## src/verilog/srq_mask_pkg.sv

```systemverilog
// Constants and types for the service request enable mask
// Summary of operation
// - Enable-write loads mask bits 0-5 and 7, replacing old contents.
// - Service request raised only for status conditions whose mask bit is set.
// - Bit 6 (weight 64) of a written value is ignored.
// - Values below 0 or above 255 rejected with error -222.
// - Writing zero clears the mask; no requests until a value with one of bits 0-5,7 set is accepted.
// - Summary is OR over bits 0-5,7 of status AND mask.
// - Enable-query returns the current mask as integer 0 to 63 or 128 to 191.
`default_nettype none
package srq_mask_pkg;
   localparam int                 MASK_W        = 8;
   localparam int                 VAL_W         = 16;
   localparam int                 MSS_BIT       = 6;
   localparam logic [7:0]         MASK_RESET    = 8'h00;
   localparam logic [7:0]         MASK_USED     = 8'hBF;
   localparam logic signed [15:0] VAL_MAX       = 16'sh00FF;
   localparam logic signed [15:0] ERR_RANGE    = -16'sh00DE;
   localparam logic [15:0]        VAL_RESET     = 16'h0000;
   localparam logic [15:0]        ERR_CODE_RESET = 16'h0000;
   localparam logic [7:0]         DATA_RESET    = 8'h00;

   typedef enum logic [1:0]
   {
      ST_IDLE  = 2'b00,
      ST_WRITE = 2'b01,
      ST_QUERY = 2'b11
   } cmd_state_t;
endpackage : srq_mask_pkg
`default_nettype wire

```

## src/verilog/srq_mask_if.sv

```systemverilog
// Interface between the command decoder and the mask store
`default_nettype none
interface srq_mask_if;
   logic       load;
   logic [7:0] load_val;
   logic [7:0] mask;

   modport ctrl  (output load, output load_val, input mask);
   modport store (input load, input load_val, output mask);
endinterface : srq_mask_if
`default_nettype wire

```

## src/verilog/srq_mask.sv

```systemverilog
// Service request enable mask with write, query and summary logic
`default_nettype none
module srq_mask
(
   // Clock, reset, enable
   input  wire logic        clk_i,
   input  wire logic        rst_n_i,
   input  wire logic        ce_i,
   // Enable-write command
   input  wire logic        wr_i,
   input  wire logic [15:0] wr_val_i,
   // Enable-query command
   input  wire logic        rd_i,
   // Status byte from the lower groups
   input  wire logic [7:0]  status_i,
   // Query answer
   output logic             rd_valid_o,
   output logic [7:0]       rd_data_o,
   // Error report
   output logic             err_o,
   output logic [15:0]      err_code_o,
   // Summary and service request
   output logic             mss_o,
   output logic             srq_o
);

   ////////////////////////////////////////////////////////////////////////
   // Internal state and nets

   // Decoder to mask store carrier
   srq_mask_if link ();

   // Command sequencer
   srq_mask_pkg::cmd_state_t state_reg;
   srq_mask_pkg::cmd_state_t state_next;

   // Captured write value, kept whole so the range test sees the sign
   logic [15:0] val_reg;
   logic [15:0] val_next;

   // Query answer
   logic        rd_valid_reg;
   logic        rd_valid_next;
   logic [7:0]  rd_data_reg;
   logic [7:0]  rd_data_next;

   // Error report
   logic        err_reg;
   logic        err_next;
   logic [15:0] err_code_reg;
   logic [15:0] err_code_next;

   // Summary and service request
   logic        mss_reg;
   logic        mss_next;
   logic        srq_reg;
   logic        srq_next;

   // Decode helpers
   logic        out_of_range;
   logic        load_cmd;
   logic [7:0]  enabled_bits;

   ////////////////////////////////////////////////////////////////////////
   // Mask store

   // Store keeps bit 6 clear itself, so no path can set it
   srq_mask_store srq_mask_store_i
   (
      .clk_i   (clk_i),
      .rst_n_i (rst_n_i),
      .ce_i    (ce_i),
      .bus     (link.store)
   );

   // Write request towards the store
   assign link.load     = load_cmd;
   assign link.load_val = val_reg[7:0];

   ////////////////////////////////////////////////////////////////////////
   // Range check of the written value

   // Negative or above 255 is refused; the mask is left untouched
   always_comb
   begin
      out_of_range = 1'b0;
      if ($signed(val_reg) > srq_mask_pkg::VAL_MAX)
      begin
         out_of_range = 1'b1;
      end
      if ($signed(val_reg) < 16'sh0000)
      begin
         out_of_range = 1'b1;
      end
   end

   ////////////////////////////////////////////////////////////////////////
   // Command sequencer

   // One command at a time; requests while busy are ignored
   always_comb
   begin
      state_next    = state_reg;
      val_next      = val_reg;
      rd_valid_next = 1'b0;
      rd_data_next  = rd_data_reg;
      err_next      = 1'b0;
      err_code_next = err_code_reg;
      load_cmd      = 1'b0;
      unique case (state_reg)
         srq_mask_pkg::ST_IDLE:
         begin
            // Write wins when both strobes arrive together
            if (wr_i)
            begin
               val_next   = wr_val_i;
               state_next = srq_mask_pkg::ST_WRITE;
            end
            else if (rd_i)
            begin
               state_next = srq_mask_pkg::ST_QUERY;
            end
         end
         srq_mask_pkg::ST_WRITE:
         begin
            if (out_of_range)
            begin
               err_next      = 1'b1;
               err_code_next = srq_mask_pkg::ERR_RANGE;
            end
            else
            begin
               load_cmd = 1'b1;
            end
            state_next = srq_mask_pkg::ST_IDLE;
         end
         srq_mask_pkg::ST_QUERY:
         begin
            rd_valid_next = 1'b1;
            rd_data_next  = link.mask;
            state_next    = srq_mask_pkg::ST_IDLE;
         end
         default:
         begin
            // Unused code 10 falls back to idle
            state_next = srq_mask_pkg::ST_IDLE;
         end
      endcase
   end

   // Register only; clock enable freezes everything
   always_ff @(posedge clk_i)
   begin
      if (!rst_n_i)
      begin
         state_reg    <= srq_mask_pkg::ST_IDLE;
         val_reg      <= srq_mask_pkg::VAL_RESET;
         rd_valid_reg <= 1'b0;
         rd_data_reg  <= srq_mask_pkg::DATA_RESET;
         err_reg      <= 1'b0;
         err_code_reg <= srq_mask_pkg::ERR_CODE_RESET;
      end
      else if (ce_i)
      begin
         state_reg    <= state_next;
         val_reg      <= val_next;
         rd_valid_reg <= rd_valid_next;
         rd_data_reg  <= rd_data_next;
         err_reg      <= err_next;
         err_code_reg <= err_code_next;
      end
   end

   ////////////////////////////////////////////////////////////////////////
   // Summary of enabled status bits

   // Per-bit gate; bit 6 is masked twice on purpose
   for (genvar b = 0; b < srq_mask_pkg::MASK_W; b++)
   begin : g_enable
      assign enabled_bits[b] = status_i[b] & link.mask[b]
                               & srq_mask_pkg::MASK_USED[b];
   end

   // Request follows the summary; no poll clear in this block
   always_comb
   begin
      mss_next = |enabled_bits;
      srq_next = |enabled_bits;
   end

   // Register only
   always_ff @(posedge clk_i)
   begin
      if (!rst_n_i)
      begin
         mss_reg <= 1'b0;
         srq_reg <= 1'b0;
      end
      else if (ce_i)
      begin
         mss_reg <= mss_next;
         srq_reg <= srq_next;
      end
   end

   ////////////////////////////////////////////////////////////////////////
   // Outputs, all straight from flip-flops

   assign rd_valid_o = rd_valid_reg;
   assign rd_data_o  = rd_data_reg;
   assign err_o      = err_reg;
   assign err_code_o = err_code_reg;
   assign mss_o      = mss_reg;
   assign srq_o      = srq_reg;

   ////////////////////////////////////////////////////////////////////////
   // Assertions

   // Summary is the gated OR of the previous cycle
   chk_summary_formula: assert property (@(posedge clk_i)
      disable iff (!rst_n_i)
      $past(ce_i) |-> mss_o == $past(|enabled_bits))
      else $error("summary differs from gated status");

   // No request without an enabled condition
   chk_srq_masked: assert property (@(posedge clk_i)
      disable iff (!rst_n_i)
      ($past(ce_i) && !$past(|enabled_bits)) |-> !srq_o)
      else $error("request without enabled condition");

   // A cleared mask gives no request
   chk_zero_mask: assert property (@(posedge clk_i)
      disable iff (!rst_n_i)
      (ce_i && link.mask == 8'h00) |=> !srq_o)
      else $error("request with cleared mask");

   // Accepted write replaces the mask
   chk_write_load: assert property (@(posedge clk_i)
      disable iff (!rst_n_i)
      (ce_i && state_reg == srq_mask_pkg::ST_WRITE && !out_of_range)
      |=> link.mask == ($past(val_reg[7:0]) & srq_mask_pkg::MASK_USED))
      else $error("write did not load the mask");

   // Refused write reports the range error
   chk_range_error: assert property (@(posedge clk_i)
      disable iff (!rst_n_i)
      (ce_i && state_reg == srq_mask_pkg::ST_WRITE && out_of_range)
      |=> (err_o && err_code_o == srq_mask_pkg::ERR_RANGE))
      else $error("range error not reported");

   // Refused write leaves the mask alone
   chk_range_keep: assert property (@(posedge clk_i)
      disable iff (!rst_n_i)
      (ce_i && state_reg == srq_mask_pkg::ST_WRITE && out_of_range)
      |=> $stable(link.mask))
      else $error("refused write changed the mask");

   // Query answer equals the stored mask
   chk_query_data: assert property (@(posedge clk_i)
      disable iff (!rst_n_i)
      rd_valid_o |-> rd_data_o == link.mask)
      else $error("query answer differs from mask");

   ////////////////////////////////////////////////////////////////////////
   // Cover points

   cov_write: cover property (@(posedge clk_i) disable iff (!rst_n_i)
      load_cmd && ce_i);
   cov_query: cover property (@(posedge clk_i) disable iff (!rst_n_i)
      rd_valid_o);
   cov_error: cover property (@(posedge clk_i) disable iff (!rst_n_i)
      err_o);
   cov_request: cover property (@(posedge clk_i) disable iff (!rst_n_i)
      srq_o);
endmodule : srq_mask
`default_nettype wire

```

## src/verilog/srq_mask_store.sv

```systemverilog
// Mask store holding enable bits 0-5 and 7
`default_nettype none
module srq_mask_store
(
   // Clock and control
   input  wire logic   clk_i,
   input  wire logic   rst_n_i,
   input  wire logic   ce_i,
   // Link to the decoder
   srq_mask_if.store   bus
);
   logic [7:0] mask_reg;
   logic [7:0] mask_next;

   // Bit 6 is never stored, so it cannot leak into the summary
   always_comb
   begin
      mask_next = mask_reg;
      if (bus.load)
      begin
         mask_next = bus.load_val & srq_mask_pkg::MASK_USED;
      end
   end

   // Register only
   always_ff @(posedge clk_i)
   begin
      if (!rst_n_i)
      begin
         mask_reg <= srq_mask_pkg::MASK_RESET;
      end
      else if (ce_i)
      begin
         mask_reg <= mask_next;
      end
   end

   assign bus.mask = mask_reg;

   chk_bit6_clear: assert property (@(posedge clk_i) disable iff (!rst_n_i)
      mask_reg[srq_mask_pkg::MSS_BIT] == 1'b0)
      else $error("mask bit 6 set");
endmodule : srq_mask_store
`default_nettype wire
```

## config.mk

```make
export PLATFORM = sky130hd
export DESIGN_NAME = srq_mask
export DESIGN_NICKNAME = d
export VERILOG_FILES = /design/src/verilog/srq_mask_pkg.sv /design/src/verilog/srq_mask_if.sv /design/src/verilog/srq_mask.sv /design/src/verilog/srq_mask_store.sv
export SDC_FILE = /design/constraint.sdc
export NUM_CORES = 1
export LEC_CHECK = 0
export BUFFER_PORTS_ARGS = -buffer_cell sky130_fd_sc_hd__buf_4
export CAP_MARGIN = 20
export CORE_MARGIN = 2
export CORE_UTILIZATION = 42
export DETAILED_ROUTE_END_ITERATION = 10
export PLACE_DENSITY = 0.77
export SYNTH_ARGS = -nofsm -noshare
export SYNTH_HDL_FRONTEND = slang
export SYNTH_SLANG_ARGS = --single-unit
```

## constraint.sdc

```tcl
create_clock -name clk_i -period 1.85 [get_ports clk_i]
set_input_delay 0.555 -clock clk_i [delete_from_list [all_inputs] [get_ports clk_i]]
set_output_delay 0.555 -clock clk_i [all_outputs]
set_load 0.01 [all_outputs]
```

==> impl_results.md <==
* Largest cells by area after synthesis: dfxtp_1 45%, nand2_1 11%, mux2i_1 9.1%, buf_4 8.3%, a21boi_0 6.3%
* Post-synth top area cell: dfxtp_1
* Die height at 64.58 um
* Final ANT Viol Nets at 0
* DP HPWL at 2.057 mm
* Max clock buf depth at 2
* WP data arrival at 1820 ps
* Met3 wire len at 139 um
* Pwr Total at 0.001489 W
* Wirelength, routed at 2.869 mm
* DRT iter0 DRCs at 69
* Initial Util at 0.4275
* Cells after Synth at 169
* Skew final at 3.326 ps
* Slowest cell on crit path: or4_4
* Metal2 WL at 1.336 mm
* Footprint of the multi-input gates at 705.7 um^2
* Buf/Inv on CP at 0
* GR Overflow Total at 0
* Hold path start: val_reg[5]
* Highest-count cells in the layout ignoring fill and taps: 49 x buf_4, 45 x nand2_1, 35 x dfxtp_1
* DIE AREA at 0.004171 mm^2
* H-tree Lvls at 2
* Final Hold Viols at 0
* # resized after CTS at 0
* Fin nets at 234
* Worst-Skew Late Latency at 290 ps
* Unique masters post-synth at 27
* Syn Area/Cell at 9.121 um^2
* Peak per-stage delay on the critical path at 550 ps
* CTS Hold Bufs at 0
* Largest register FFs at 15
* Leading cell type in the layout, fill and taps excluded: buf_4
* Minimum clock period at 1602 ps
* RSZ-0062 raised after global routing: false
* Vias per inst at 4.594
* Setup TNS at 0 ps
* Slew Limit Fails at 0
* Critical R2R Launch: val_reg[11]
* Final worst-path cycle share at 0.8658
* Cells after DPL at 246
* Post-CTS setup buffer count at 0
* CP max FO at 7
* I/O pin count at 57
* Critical Path Start Type: flip-flop
* #FFs+latches synth at 35
* Fin area at 0.001916 mm^2
* Post-synthesis cell area at 0.001541 mm^2
* Crit Path Class: flip-flop to flip-flop
* Global Route Usage Sum at 0.1496
* # clock sinks at 35
* Crit. End Element: flip-flop
* Wire per inst at 11.30 um
* P&R area growth vs syn at 24.27%
* Seq/Total Area, Yosys at 0.4545
* Total CTS buffers at 5
* Max IR drop VDD at 0.2757 mV
* Register area at 700.7 um^2
* Lkg Pwr at 0.8149 nW
* # rows at 22
* Reg2Reg Depth at 3
* Fill cell count at 353
* Endpoints failing setup at 0
* Layout Cells excl Fill at 254
* DR top layer: met4
* RePlAce Congestion at 0.7084
* Worst-path cell chain: or4_4 -> nor3_4 -> mux2i_1
* DR DRC count at 0
* Crit path required time at 2070 ps
* Reg clk slew, reported paths at 70 ps
* Fmax achieved at 624.3 MHz
* Pwr dens at 777.3 mW/mm^2
* Core Area at 0.003606 mm^2
* Share of post-route cells with drive strength above 1 at 0.2913
* Clk root buf: clkbuf_8
* Initial antenna violation count at 0
* DR vias at 1167
* CTS tree: yes
* Status: finished, final reports clean
* Crit path max-delay family: simple AND/OR/NAND/NOR gates
* Vias in the first global route at 1078
* Width of the die at 64.58 um
* Maxcap violations at 0
* WHS Path Cells at 2
* Drt first pass iters at 4
* # port buffers at 47
* CP startpoint: val_reg[11]
* Post-synth top area share at 0.4545
* Synth Warn # at 0
* Min-Delay Path Class: flip-flop to flip-flop
* Global-route wire length before repair at 4.809 mm
* Largest net degree at the start of global routing at 43
* Placed inst area at 0.001834 mm^2
* Ant. Diodes at 0
* M1 WL at 1.321 mm
* WP depth at 3
[cell usage after synthesis]
master,count
a21boi_0,13
a21boi_1,3
a221oi_1,1
a22o_1,1
a22oi_1,1
a41oi_1,1
buf_2,2
buf_4,17
clkbuf_1,7
conb_1,1
dfxtp_1,35
mux2i_1,14
nand2_1,45
nand2b_1,2
nand3_1,1
nand3b_1,1
nand4bb_1,1
nor2_1,1
nor2b_1,10
nor3_1,1
nor3_4,1
nor4b_1,1
nor4bb_1,1
o21a_1,4
o21ai_0,1
o21ba_2,1
or4_4,2
[metal layers]
metal  GRT usage  vias to the layer above
li1            -                      611
met1      0.1811                      519
met2      0.2357                       31
met3     0.04340                        6
met4     0.08777                        0
met5           0                        -
[area by class of cell]
| cell class | instances | share of cell area |
|---|---|---|
| flip-flops and latches | 35 | 0.3658 |
| repair buffers | 49 | 0.1920 |
| multi-input cells | 114 | 0.3684 |
| clock inverters | 1 | 0.002613 |
| well taps | 48 | 0.03135 |
| clock buffers | 7 | 0.03984 |
[cells by family (layout without fill, tap and decap cells)]
| logic type | Yosys count | count (layout) | synth area share |
|---|---|---|---|
| simple gates | 67 | 67 | 0.2167 |
| buf+inv | 26 | 57 | 0.1063 |
| flops | 35 | 35 | 0.4545 |
| compound gates | 26 | 26 | 0.1291 |
| mux | 14 | 14 | 0.09091 |
| other cells | 1 | 7 | 0.002433 |
[worst register-to-register path: stages (launching register included)]
cell     delay, ps
dfxtp_1        310
or4_4          550
nor3_4         430
mux2i_1        240
[worst paths after layout]
kind,end,slack [ps]
max,srq_mask_store_i.bus.mask[4],250
min,val_reg[5],460
max reg2reg,srq_mask_store_i.bus.mask[4],250
min reg2reg,val_reg[5],460
[through the flow]
| stage | util | worst slack, ps | hold slack, ps |
|---|---|---|---|
| 2_1_floorplan | - | 280.4 | 435.3 |
| 3_3_place_gp | 0.5087 | 265.1 | 443.5 |
| 3_5_place_dp | 0.5087 | 245.3 | 446.3 |
| 4_1_cts | 0.5312 | 229.2 | 455.3 |
| 5_1_grt | 0.5312 | 142.2 | 473.7 |
| 6_report | 0.5312 | 248.3 | 456.0 |
[report_power, final]
group          leakage (nW)  switching (W)  internal (W)
combinational         0.489      0.0000770     0.0000925
sequential            0.284      0.0000163      0.000775
clock                0.0422       0.000264      0.000264
(Power assumes the default switching activity.)
